### src/hw/acs_pkg.sv
package acs_pkg;

  // EXT bus geometry.
  localparam int EXT_SLOT_W = 3;
  localparam int EXT_DATA_W = 16;
  localparam int BANK_W = 4;
  localparam int RES_W = 8;
  localparam int NUM_CH = 4;

  localparam logic [2:0] SLOT_ZERO = 3'h0;
  localparam logic [2:0] SLOT_ONE = 3'h1;
  localparam logic [2:0] SLOT_TWO = 3'h2;
  localparam logic [2:0] SLOT_SIX = 3'h6;
  localparam logic [2:0] BANK_SELECT_SLOT = 3'h7;

  localparam logic [3:0] BANK_CTRL = 4'hd;
  localparam logic [3:0] BANK_ALL_RESULTS = 4'h5;
  localparam logic [3:0] BANK_CH3_ONLY = 4'h3;
  localparam logic [3:0] BANK_RESET = 4'h0;

  // Field positions of the converter control register.
  localparam int CONVERTER_ENABLE_BIT = 15;
  localparam int CONVERSION_IRQ_FLAG = 12;
  localparam int IRQ_TIMING_SELECT = 11;
  localparam int IRQ_ENABLE_BIT = 10;
  localparam int START_SOURCE_SEL_HI = 9;
  localparam int START_SOURCE_SEL_LO = 8;
  localparam int PRESCALE_HI = 7;
  localparam int PRESCALE_LO = 5;
  localparam int MODE_HI = 4;
  localparam int MODE_LO = 3;
  localparam int CHANNEL_SEL_HI = 2;
  localparam int CHANNEL_SEL_LO = 0;

  // Converter clock divide is (code + 1) times this step: 8 up to 64.
  localparam logic [6:0] PRESCALE_STEP = 7'h08;

  // Converter clock periods spent sampling with auto-zero active.
  localparam logic [1:0] SAMPLE_TICKS = 2'h2;

  // Least conversion time that software must respect, and its cycle count at 100 MHz.
  localparam int CLK_PERIOD_PS = 10000;
  localparam int MIN_CONV_TIME_PS = 2000000;
  localparam int MIN_CONV_CYCLES = (MIN_CONV_TIME_PS + CLK_PERIOD_PS - 1) / CLK_PERIOD_PS;

  // Conversion counts at which the first- and fourth-conversion interrupts fire, and where the count saturates.
  localparam logic [2:0] CONV_FIRST = 3'h0;
  localparam logic [2:0] CONV_FOURTH = 3'h3;
  localparam logic [2:0] CONV_SATURATE = 3'h4;

  typedef enum logic [1:0] {
    SRC_WRITE = 2'b00,
    SRC_TRIGGER_PIN = 2'b01,
    SRC_TIMER2 = 2'b10,
    SRC_TIMER0 = 2'b11
  } acs_src_e;

  typedef enum logic [1:0] {
    MODE_ONE_CH_FOUR = 2'b00,
    MODE_ONE_CH_CONT = 2'b01,
    MODE_FOUR_CH_ONCE = 2'b10,
    MODE_FOUR_CH_CONT = 2'b11
  } acs_mode_e;

  typedef enum logic [1:0] {
    ST_IDLE = 2'b00,
    ST_SAMPLE = 2'b01,
    ST_COARSE = 2'b10,
    ST_FINE = 2'b11
  } acs_state_e;

  typedef struct packed {
    logic enable;
    logic irq_timing;
    logic irq_enable;
    acs_src_e source;
    logic [2:0] prescale;
    acs_mode_e mode;
    logic [2:0] channel;
  } acs_ctl_s;

  localparam acs_ctl_s CTL_RESET = '{
    enable: 1'b0, irq_timing: 1'b0, irq_enable: 1'b0, source: SRC_WRITE,
    prescale: 3'h0, mode: MODE_ONE_CH_FOUR, channel: 3'h0};

  typedef struct packed {
    logic [1:0] channel;
    logic sample;
    logic autozero;
    logic coarse_strobe;
    logic fine_strobe;
  } acs_afe_s;

endpackage

### src/hw/acs_sequencer.sv
// How it works
// - Start from write, pin, timer2 or timer0.
// - Mode 00: one channel four times, four registers.
// - Mode 01: one channel repeatedly, one register updated.
// - Mode 10: four channels once, four registers.
// - Mode 11: four channels continuously, registers refreshed.
// - Sequence starts at chosen channel, wraps 3 to 0.
// - New start aborts running conversion, restarts.
// - Settings apply only at next accepted start.
// - Converter clock is system clock over 8..64.
// - Interrupt after first or fourth conversion.
// - Enable bit powers converter down or up.
// - Auto-zero during sampling, before conversion.
// - Result is 8 bits, upper then lower nibble.
// - Control register sits at bank 13 slot zero.
// - Bank 5 holds all four results.
// - Sixteen banks, bank select in slot seven everywhere.
// - Source field bits 9:8 picks start source.
// - Mode field bits 4:3 picks sequence mode.
// - Enable low blocks everything except enable writes and bank select access.
// - Flag bit 12 read-only, cleared by write; bits 11, 10.
module acs_sequencer (
  input wire logic clk,
  input wire logic rst,
  input wire logic ce,
  input wire logic [acs_pkg::EXT_SLOT_W-1:0] ext_slot,
  input wire logic ext_wr,
  input wire logic ext_rd,
  input wire logic [acs_pkg::EXT_DATA_W-1:0] ext_wdata,
  output logic [acs_pkg::EXT_DATA_W-1:0] ext_rdata,
  output logic ext_hit,
  input wire logic external_trigger_pin,
  input wire logic timer2_zero,
  input wire logic timer0_zero,
  input wire logic [3:0] afe_coarse_code,
  input wire logic [3:0] afe_fine_code,
  output acs_pkg::acs_afe_s afe,
  output logic converter_power_on,
  output logic busy,
  output logic conversion_irq
);

  // Programmed and active (latched at start) settings.
  acs_pkg::acs_ctl_s ctl_q;
  acs_pkg::acs_ctl_s ctl_d;
  acs_pkg::acs_ctl_s act_q;
  logic [acs_pkg::BANK_W-1:0] bank_q;
  logic irq_flag_q;
  logic [acs_pkg::RES_W-1:0] result_q [acs_pkg::NUM_CH];

  acs_pkg::acs_state_e state_q;
  acs_pkg::acs_state_e state_d;
  logic [6:0] div_cnt_q;
  logic [1:0] sample_cnt_q;
  logic [1:0] chan_q;
  logic [2:0] conv_cnt_q;
  logic [3:0] coarse_q;

  logic trig_meta_q;
  logic trig_sync_q;
  logic trig_prev_q;

  logic [acs_pkg::EXT_DATA_W-1:0] rdata_q;
  logic [acs_pkg::EXT_DATA_W-1:0] rd_mux;

  // Address decode.
  wire bank_wr = ext_wr && (ext_slot == acs_pkg::BANK_SELECT_SLOT);
  wire ctl_sel = (bank_q == acs_pkg::BANK_CTRL) && (ext_slot == acs_pkg::SLOT_ZERO);
  wire ctl_wr = ext_wr && ctl_sel;
  wire in_bank5 = (bank_q == acs_pkg::BANK_ALL_RESULTS);
  wire low_bank = (bank_q <= acs_pkg::BANK_CH3_ONLY);
  wire slot6 = (ext_slot == acs_pkg::SLOT_SIX);

  // Result slot mapping: bank 5 sees all four, banks 0-3 one each, bank 4 none, others channel 0.
  wire res1_b5 = in_bank5 && (ext_slot == acs_pkg::SLOT_ZERO);
  wire res2_b5 = in_bank5 && (ext_slot == acs_pkg::SLOT_ONE);
  wire res3_b5 = in_bank5 && (ext_slot == acs_pkg::SLOT_TWO);
  wire res_slot6 = slot6 && (bank_q != 4'h4);
  wire [1:0] res6_idx = low_bank ? bank_q[1:0] : 2'h0;
  wire res_sel = res1_b5 || res2_b5 || res3_b5 || res_slot6;
  wire [1:0] res_idx = res1_b5 ? 2'h1 :
                       res2_b5 ? 2'h2 :
                       res3_b5 ? 2'h3 : res6_idx;

  assign ext_hit = ctl_sel || res_sel || (ext_slot == acs_pkg::BANK_SELECT_SLOT);

  // Enable-low writes only touch the enable bit.
  wire wr_enable = ext_wdata[acs_pkg::CONVERTER_ENABLE_BIT];
  always_comb begin
    ctl_d = ctl_q;
    if (ctl_wr) begin
      if (ctl_q.enable) begin
        ctl_d.irq_timing = ext_wdata[acs_pkg::IRQ_TIMING_SELECT];
        ctl_d.irq_enable = ext_wdata[acs_pkg::IRQ_ENABLE_BIT];
        ctl_d.source = acs_pkg::acs_src_e'(ext_wdata[acs_pkg::START_SOURCE_SEL_HI:
                                                     acs_pkg::START_SOURCE_SEL_LO]);
        ctl_d.prescale = ext_wdata[acs_pkg::PRESCALE_HI:acs_pkg::PRESCALE_LO];
        ctl_d.mode = acs_pkg::acs_mode_e'(ext_wdata[acs_pkg::MODE_HI:acs_pkg::MODE_LO]);
        ctl_d.channel = ext_wdata[acs_pkg::CHANNEL_SEL_HI:acs_pkg::CHANNEL_SEL_LO];
      end
      ctl_d.enable = wr_enable;
    end
  end

  // External trigger crosses in through two flops before edge detection.
  wire trig_rise = trig_sync_q && !trig_prev_q;

  // A software start uses the settings of the write that carries it.
  wire sw_start = ctl_wr && ctl_q.enable && wr_enable && (ctl_d.source == acs_pkg::SRC_WRITE);
  logic src_hit;
  assign src_hit = (ctl_q.source == acs_pkg::SRC_TRIGGER_PIN) ? trig_rise :
                   (ctl_q.source == acs_pkg::SRC_TIMER2) ? timer2_zero :
                   (ctl_q.source == acs_pkg::SRC_TIMER0) ? timer0_zero : 1'b0;
  wire hw_start = ctl_q.enable && !ctl_wr && src_hit;
  wire start = sw_start || hw_start;

  // Converter clock tick: divide by (code + 1) * 8.
  wire [6:0] div_total = 7'((7'(act_q.prescale) + 7'h01) * acs_pkg::PRESCALE_STEP);
  wire tick = (state_q != acs_pkg::ST_IDLE) && (div_cnt_q == div_total - 7'h01);

  // Sequence decisions at the end of a conversion.
  wire four_ch = act_q.mode[1];
  wire last_of_four = (conv_cnt_q == acs_pkg::CONV_FOURTH);
  wire done = (state_q == acs_pkg::ST_FINE) && tick;
  wire continuous = (act_q.mode == acs_pkg::MODE_ONE_CH_CONT) ||
                    (act_q.mode == acs_pkg::MODE_FOUR_CH_CONT);
  wire seq_end = !continuous && last_of_four;
  wire [1:0] wr_idx = (act_q.mode == acs_pkg::MODE_ONE_CH_FOUR) ? conv_cnt_q[1:0] : chan_q;
  wire irq_point = act_q.irq_timing ? (conv_cnt_q == acs_pkg::CONV_FOURTH) :
                                      (conv_cnt_q == acs_pkg::CONV_FIRST);
  wire irq_set = done && act_q.irq_enable && irq_point;

  always_comb begin
    state_d = state_q;
    case (state_q)
      acs_pkg::ST_IDLE: begin
        state_d = acs_pkg::ST_IDLE;
      end
      acs_pkg::ST_SAMPLE: begin
        if (tick && (sample_cnt_q == acs_pkg::SAMPLE_TICKS - 2'h1)) begin
          state_d = acs_pkg::ST_COARSE;
        end
      end
      acs_pkg::ST_COARSE: begin
        if (tick) begin
          state_d = acs_pkg::ST_FINE;
        end
      end
      acs_pkg::ST_FINE: begin
        if (tick) begin
          state_d = seq_end ? acs_pkg::ST_IDLE : acs_pkg::ST_SAMPLE;
        end
      end
      default: begin
        state_d = acs_pkg::ST_IDLE;
      end
    endcase
    if (start) begin
      state_d = acs_pkg::ST_SAMPLE;
    end
    // A disabling write stops the sequence at its own edge, so busy never outlives the enable bit.
    if (!ctl_d.enable) begin
      state_d = acs_pkg::ST_IDLE;
    end
  end

  // Register read data: everything but the bank select reads zero while disabled.
  wire [acs_pkg::EXT_DATA_W-1:0] ctl_rd = {ctl_q.enable, 2'h0, irq_flag_q, ctl_q.irq_timing,
                                          ctl_q.irq_enable, ctl_q.source, ctl_q.prescale,
                                          ctl_q.mode, ctl_q.channel};
  always_comb begin
    rd_mux = '0;
    if (ext_slot == acs_pkg::BANK_SELECT_SLOT) begin
      rd_mux = {12'h000, bank_q};
    end else if (ctl_sel) begin
      rd_mux = ctl_q.enable ? ctl_rd : {ctl_q.enable, 15'h0000};
    end else if (res_sel && ctl_q.enable) begin
      rd_mux = {8'h00, result_q[res_idx]};
    end
  end

  always_ff @(posedge clk or posedge rst) begin
    if (rst) begin
      trig_meta_q <= 1'b0;
      trig_sync_q <= 1'b0;
      trig_prev_q <= 1'b0;
    end else if (ce) begin
      trig_meta_q <= external_trigger_pin;
      trig_sync_q <= trig_meta_q;
      trig_prev_q <= trig_sync_q;
    end
  end

  always_ff @(posedge clk or posedge rst) begin
    if (rst) begin
      ctl_q <= acs_pkg::CTL_RESET;
      bank_q <= acs_pkg::BANK_RESET;
      rdata_q <= '0;
    end else if (ce) begin
      ctl_q <= ctl_d;
      if (bank_wr) begin
        bank_q <= ext_wdata[acs_pkg::BANK_W-1:0];
      end
      if (ext_rd) begin
        rdata_q <= rd_mux;
      end
    end
  end

  // Set wins over the clear that any control write makes.
  always_ff @(posedge clk or posedge rst) begin
    if (rst) begin
      irq_flag_q <= 1'b0;
    end else if (ce) begin
      if (irq_set) begin
        irq_flag_q <= 1'b1;
      end else if (ctl_wr) begin
        irq_flag_q <= 1'b0;
      end
    end
  end

  // Active settings are frozen between accepted starts.
  always_ff @(posedge clk or posedge rst) begin
    if (rst) begin
      act_q <= acs_pkg::CTL_RESET;
    end else if (ce && start) begin
      act_q <= ctl_d;
    end
  end

  always_ff @(posedge clk or posedge rst) begin
    if (rst) begin
      state_q <= acs_pkg::ST_IDLE;
      div_cnt_q <= 7'h00;
    end else if (ce) begin
      state_q <= state_d;
      if (start || tick || state_q == acs_pkg::ST_IDLE) begin
        div_cnt_q <= 7'h00;
      end else begin
        div_cnt_q <= div_cnt_q + 7'h01;
      end
    end
  end

  always_ff @(posedge clk or posedge rst) begin
    if (rst) begin
      sample_cnt_q <= 2'h0;
      chan_q <= 2'h0;
      conv_cnt_q <= 3'h0;
      coarse_q <= 4'h0;
    end else if (ce) begin
      if (start) begin
        sample_cnt_q <= 2'h0;
        chan_q <= ctl_d.channel[1:0];
        conv_cnt_q <= 3'h0;
      end else if (tick) begin
        if (state_q == acs_pkg::ST_SAMPLE) begin
          sample_cnt_q <= sample_cnt_q + 2'h1;
        end
        if (state_q == acs_pkg::ST_COARSE) begin
          coarse_q <= afe_coarse_code;
        end
        if (done) begin
          sample_cnt_q <= 2'h0;
          if (four_ch) begin
            chan_q <= chan_q + 2'h1;
          end
          if (conv_cnt_q != acs_pkg::CONV_SATURATE) begin
            conv_cnt_q <= conv_cnt_q + 3'h1;
          end
        end
      end
    end
  end

  // Result registers, one per entry.
  for (genvar i = 0; i < acs_pkg::NUM_CH; i++) begin : g_res
    always_ff @(posedge clk or posedge rst) begin
      if (rst) begin
        result_q[i] <= 8'h00;
      end else if (ce && done && !start && wr_idx == 2'(i)) begin
        result_q[i] <= {coarse_q, afe_fine_code};
      end
    end
  end

  // Analog front-end controls; auto-zero runs for the whole sample phase.
  assign afe.channel = chan_q;
  assign afe.sample = (state_q == acs_pkg::ST_SAMPLE);
  assign afe.autozero = (state_q == acs_pkg::ST_SAMPLE);
  assign afe.coarse_strobe = (state_q == acs_pkg::ST_COARSE) && tick;
  assign afe.fine_strobe = done;

  assign ext_rdata = rdata_q;
  assign converter_power_on = ctl_q.enable;
  assign busy = (state_q != acs_pkg::ST_IDLE);
  assign conversion_irq = irq_flag_q;

endmodule

### config.mk
export PLATFORM = sky130hd
export DESIGN_NAME = acs_sequencer
export DESIGN_NICKNAME = d
export VERILOG_FILES = /design/src/hw/acs_pkg.sv /design/src/hw/acs_sequencer.sv
export SDC_FILE = /design/constraint.sdc
export NUM_CORES = 1
export LEC_CHECK = 0
export ABC_AREA = 1
export ABC_CLOCK_PERIOD_IN_PS = 8020
export BUFFER_PORTS_ARGS = -buffer_cell sky130_fd_sc_hd__buf_2
export CELL_PAD_IN_SITES_DETAIL_PLACEMENT = 1
export CELL_PAD_IN_SITES_GLOBAL_PLACEMENT = 2
export CORE_UTILIZATION = 37
export DETAILED_ROUTE_END_ITERATION = 7
export PLACE_DENSITY = 0.86
export SYNTH_ARGS = -nofsm -noshare
export SYNTH_HDL_FRONTEND = slang
export SYNTH_SLANG_ARGS = --single-unit
### constraint.sdc
create_clock -name clk -period 8.02 [get_ports clk]
set_clock_uncertainty 0.15 [all_clocks]
set_input_delay 1.604 -clock clk [delete_from_list [all_inputs] [get_ports clk]]
set_output_delay 1.604 -clock clk [all_outputs]
set_load 0.01 [all_outputs]
== Word level (Yosys, flattened, before mapping) ==
Index checks and enable logic that the tools add are counted.
Cells by class
  add/subtract/negate cells: 6
  magnitude comparators: 2
  equality and inequality tests: 25
  muxes and demuxes: 40
  bitwise operators: 2
  reduce and logical (&&, ||, !) cells: 63
Operator list (number)
  two-way mux 16 bit: 3
  two-way mux 2 bit: 18
  logical AND 1 bit: 28
  two-way mux 8 bit: 3
  binary-select mux 8 bit (select 2 bit): 1
  AND reduction 4 bit: 4
  == test 2 bit (second input constant): 7
  two-way mux 13 bit: 1
  two-way mux 12 bit: 1
  two-way mux 3 bit: 4
  nonzero test 2 bit: 6
  == test 2 x 1 -> 1 bit (second input constant): 5
  logical OR 1 bit: 9
  logical NOT 2 bit: 4
  inequality test 4 bit (second input constant): 2
  case mux 2 bit (4 select lines): 1
  adder 7 x 1 -> 7 bit (second input constant): 1
  == test 7 bit: 1
  two-way mux 1 bit: 7
  two-way mux 7 bit: 1
  subtractor 7 x 1 -> 7 bit (second input constant): 1
  == test 3 x 2 -> 1 bit (second input constant): 2
  == test 3 bit (second input constant): 2
  logical NOT 3 bit: 2
  17 further kinds: 24
Word-level totals
  flip-flop bits (word level): 96
  logic and storage cells: 166

== Logic depth before layout (Yosys ltp) ==
  depth in word-level cells: 12
  depth in mapped cells: 14
  depth with buffers taken out: 14

== Worst setup path after synthesis ==
Ideal clock, no wire load.
  path kind: input to output
  start point: in ext_slot[0] (netlist name)
  end point: out ext_hit
  arrival: 2.352 ns
  required time: 6.266 ns
  path slack: 3.914 ns
  cell stages on the path: 4
  cells stage by stage: inv_1 nor3_2 inv_1 nand2_1
On the way
  word-level cells in the longest chain between the ends: 7
  elaborated cells on any way between the ends: 15
Ends and longest elaborated chain
  from (decl): line acs_sequencer.sv:26  | input wire logic [acs_pkg::EXT_SLOT_W-1:0] ext_slot,
  == test 3 x 1 -> 1 bit / logical NOT 3 bit (equally long branches): line acs_sequencer.sv:76, acs_sequencer.sv:68, acs_sequencer.sv:75
  logical AND 1 bit, on equally long branches: line acs_sequencer.sv:76, acs_sequencer.sv:75
  logical OR 1 bit (3 in a row): line acs_sequencer.sv:80  | wire res_sel = res1_b5 || res2_b5 || res3_b5 || res_slot6;
  logical OR 1 bit: line acs_sequencer.sv:85  | assign ext_hit = ctl_sel || res_sel || (ext_slot == acs_pkg::BANK_SELECT_SLOT);
  logical OR 1 bit *: line acs_sequencer.sv:85
  to (decl): line acs_sequencer.sv:31  | output logic ext_hit,
Every way passes the cells marked *; elsewhere a longest branch is shown, timed or not.

== Worst setup path after layout ==
Same ends and word-level chain as after synthesis.

==> out/summary.md <==
The H-tree was split into 3 levels. Number of antenna violations at the first check in global routing: 0. The final-layout setup total negative slack was 0 ns. The clock passes through at most 2 buffers.

STA classifies the critical path startpoint as an input pin. The detailed router put a total of 7.07 mm of wire on met1. The run gives 0 as the count of inserted antenna diode cells. Summed over all nets, wire length on met3 after detailed routing comes to 458 um.

The category of the worst setup path capture point is an output pin. Traced cell by cell, the critical path runs through buf_2 > inv_1 > nor3_2 > inv_1 > nand2_1 > buf_2. Setup repair after global routing left no endpoint under its margin. The tools report the detailed-routing iteration count for the pre-antenna-repair pass as 4. The tools report the portion of the post-synthesis area used by sequential elements as 44.2%. The final critical path takes up 57.9% of the cycle. The critical path required time was 6.27 ns; the proportion of layout cells with a drive suffix above 1 was 16.0%. The largest stage delay on the critical path was 0.55 ns; the total met2 wirelength after detailed routing was 6.95 mm. Of all flip-flops after synthesis, the portion carrying an async set or reset was 100%. Number of flops mapped to enable cells by yosys: 0. The tools report the number of distinct library cells after synthesis as 42.

For the final count of pins violating max slew, the log shows 0. The DRC marker count from the first detailed-route iteration is 201. TritonCTS built the clock tree.

Hold-critical path endpoint: result_q[10]. In this run the most critical hold path is launched from result_q[10]. Cell family contributing the most delay on the critical path: simple AND/OR/NAND/NOR gates. The run finished with clean final reports. Together, buffers and inverters on the worst path number 4. Once detail routing completed, the nets flagged for antenna violations numbered 0.

Across all register-to-register paths, the minimum setup slack is 5.28 ns. The area of the die is 14900 um^2, and the synthesis-to-finish area growth is 12.5%. Reported leakage power: 3.15 nW.

After layout, the design draws a total of 1.06 mW. For the number of hold buffers added after CTS, the log shows 0. The number of vias per cell after detailed routing came out at 5.16. The number of vias after detailed routing was 4667; the total number of cells along the worst setup path was 6. The synthesized netlist occupies a cell area of 5320 um^2. The logs give 9 for the number of CTS-inserted buffers and 13900 um^2 for the area of the placeable core.

Averaged over all synthesized cells, the footprint is 7.89 um^2. Setup violations remaining at the end of the flow were counted as 0. Clock-pin slew was measured on the worst setup and hold paths at 0.07 ns. The wire length of the first global-routing pass came out at 25.0 mm.

The highest layer touched by signal routing is met4. The run gives 215 MHz as the highest achievable clock rate. Across the run, the number of max-cap violations was 0. Entering global routing, the biggest net connects 62 pins. The endpoint identified for the worst register-to-register timing path is result_q[17].

The critical path class is input pin to output pin. The chip width was 122 um; the post-detailed-route DRC marker count was 0. For this design the ratio of total power to cell area is 178 nW/um^2.

The run gives 61 as the count of boundary I/O pins. Counting every instance in the synthesized netlist gives 674. The number of global-route vias before repair was 4941; the hold violation count in the final report was 0. Dominant synthesized flop cell: sky130_fd_sc_hd__dfrtp_1. Source-to-sink clock delay at the later pin of the worst-skew pair: 0.36 ns. The estimated wirelength of the detail-placed design came out at 10.8 mm.

In this run the critical register-to-register path is launched from act_q[6]. Among all stages on the critical path, the largest delay is contributed by sky130_fd_sc_hd__nor3_2. The count of yosys warnings during synthesis is 0. The wire length after detailed routing is 14.7 mm, and the total global-route track usage is 21.8%. The peak ir drop on the vdd network is 0.0987 mV. Number of nets in the layout: 765.

From bottom edge to top edge, the die measures 122 um. The worst hold path was traced through 2 stages. The worst register-to-register path has a depth of 10. In this run, post-CTS repair resized a total of 0 instances. Slew at the pin closest to its max-slew limit: 0.967 ns. The worst-path maximum fanout works out to 10. The clock period minus worst slack is 4.64 ns, and the number of setup buffers added after CTS is 0.

The number of flip-flops and latches in the synthesized netlist is 94, and the number of core rows is 43. The remaining max-slew budget at the tightest pin was 35.5%. For this configuration, the core starts out at a cell density of 38.2%.

For the number of filler cells placed in the layout, the log shows 1718. Root buffer selected by CTS: sky130_fd_sc_hd__clkbuf_16. At the end of routability-driven placement, the weighted congestion stood at 0.907. Worst min-delay path class: flop to flop.

The number of I/O port buffers is 55, and the wire length per cell is 16.3 um. Worst setup path startpoint: ext_slot[0]. The logs give 94 for the number of clock sinks and 0 for the final global-route overflow total. For the arrival time reported for the critical path endpoint, the log shows 2.89 ns.
cell usage after synthesis, types with 3 or more instances:
cell type | n | area [um^2]
sky130_fd_sc_hd__buf_4 | 6 | 45.0
sky130_fd_sc_hd__nor2_1 | 36 | 135
sky130_fd_sc_hd__nand2_1 | 226 | 848
sky130_fd_sc_hd__clkbuf_1 | 8 | 30.0
sky130_fd_sc_hd__nor2_4 | 3 | 33.8
sky130_fd_sc_hd__inv_2 | 7 | 26.3
sky130_fd_sc_hd__o21ai_0 | 36 | 180
sky130_fd_sc_hd__ha_1 | 11 | 138
sky130_fd_sc_hd__xor2_1 | 5 | 43.8
sky130_fd_sc_hd__nand3_2 | 6 | 60.1
sky130_fd_sc_hd__nand4_1 | 49 | 307
sky130_fd_sc_hd__nand3_1 | 46 | 230
sky130_fd_sc_hd__buf_6 | 4 | 45.0
sky130_fd_sc_hd__dfrtp_1 | 94 | 2350
sky130_fd_sc_hd__nor3_1 | 9 | 45.0
sky130_fd_sc_hd__nand2_2 | 3 | 18.8
sky130_fd_sc_hd__nand4_4 | 5 | 106
sky130_fd_sc_hd__o211ai_1 | 3 | 22.5
sky130_fd_sc_hd__o21ai_1 | 4 | 20.0
sky130_fd_sc_hd__a21oi_1 | 20 | 100
sky130_fd_sc_hd__inv_1 | 63 | 236
sky130_fd_sc_hd__mux2_2 | 4 | 45.0
where the power goes:
part	switching [mW]	leakage (nW)	internal (mW)
logic	0.0843	1.74	0.0334
registers	0.0117	1.26	0.487
clock network	0.195	0.153	0.252
total	0.291	3.15	0.772
cell families (layout without fill, tap and decap cells):
group | count (synthesis) | after routing | synth area share, %
multiplexers | 4 | 4 | 0.847
buffers and inverters | 93 | 142 | 7.83
adder cells (fa/ha/maj) | 11 | 11 | 2.59
AO/OA/AOI/OAI | 68 | 68 | 7.01
other | 1 | 2 | 0.0705
flip-flops | 94 | 94 | 44.2
XOR/XNOR | 6 | 6 | 0.988
AND/OR/NAND/NOR | 397 | 397 | 36.5
worst register-to-register path, stage by stage, from the launching register on:
cell and delay [ns]:
sky130_fd_sc_hd__dfrtp_1 0.47, sky130_fd_sc_hd__ha_1 0.27, sky130_fd_sc_hd__inv_1 0.09, sky130_fd_sc_hd__nand2_1 0.08, sky130_fd_sc_hd__nand3_1 0.09, sky130_fd_sc_hd__nand2_1 0.08
sky130_fd_sc_hd__nand3_1 0.21, sky130_fd_sc_hd__nand4_1 0.29, sky130_fd_sc_hd__nor2_4 0.64, sky130_fd_sc_hd__nand4_1 0.20, sky130_fd_sc_hd__nand2_1 0.11
metal layers:
layer  up-vias  track usage [%]
li1       2315                -
met1      2258             29.2
met2        78             36.0
met3        16             3.32
met4         0             6.87
met5         -                0
cells in the final DEF (no fill, tap or decap), drive strengths merged, types with 20 or more instances in the layout:
cell   synthesis  routed
nor2          43      43
dfrtp         94      94
nand3         53      53
o21ai         42      42
nand2        231     231
buf           14      56
a21oi         20      20
inv           70      71
nand4         54      54
metrics by stage:
stage               hold WS [ns]  setup slack [ns]  instances  utilization [%]  instance area, um^2
floorplan                  0.294              3.82        675                -                 5320
global placement           0.307              3.40        888             40.8                 5680
detailed placement         0.311              3.36        888             40.8                 5680
CTS                        0.329              3.35        904             42.9                 5980
global route               0.356              3.25        904             42.9                 5980
finish                     0.328              3.38        904             42.9                 5980
cell type report:
class | instances | area (um^2) | share of cell area (%)
Clock inverter | 6 | 66.3 | 1.11
Sequential cell | 94 | 2350 | 39.3
Tap cell | 180 | 225 | 3.76
Inverter | 70 | 264 | 4.41
Clock buffer | 10 | 239 | 3.99
Timing Repair Buffer | 56 | 283 | 4.73
Multi-Input combinational cell | 488 | 2550 | 42.7
flip-flops by register name, indices dropped and copies added, names as in the netlist, 3 cells and up:
signal / cells
coarse_q: 4
ctl_q: 12
bank_q: 4
act_q: 7
div_cnt_q: 7
conv_cnt_q: 3
ext_rdata: 14
result_q: 32
worst max path at each step:
stage / end / slack, ns
detailed placement: ext_hit / 3.36
global placement: ext_hit / 3.40
floorplan: act_q[10] / 3.82
CTS: ext_hit / 3.35
global route: ext_hit / 3.25
finish: ext_hit / 3.38
(Power assumes the default switching activity.)
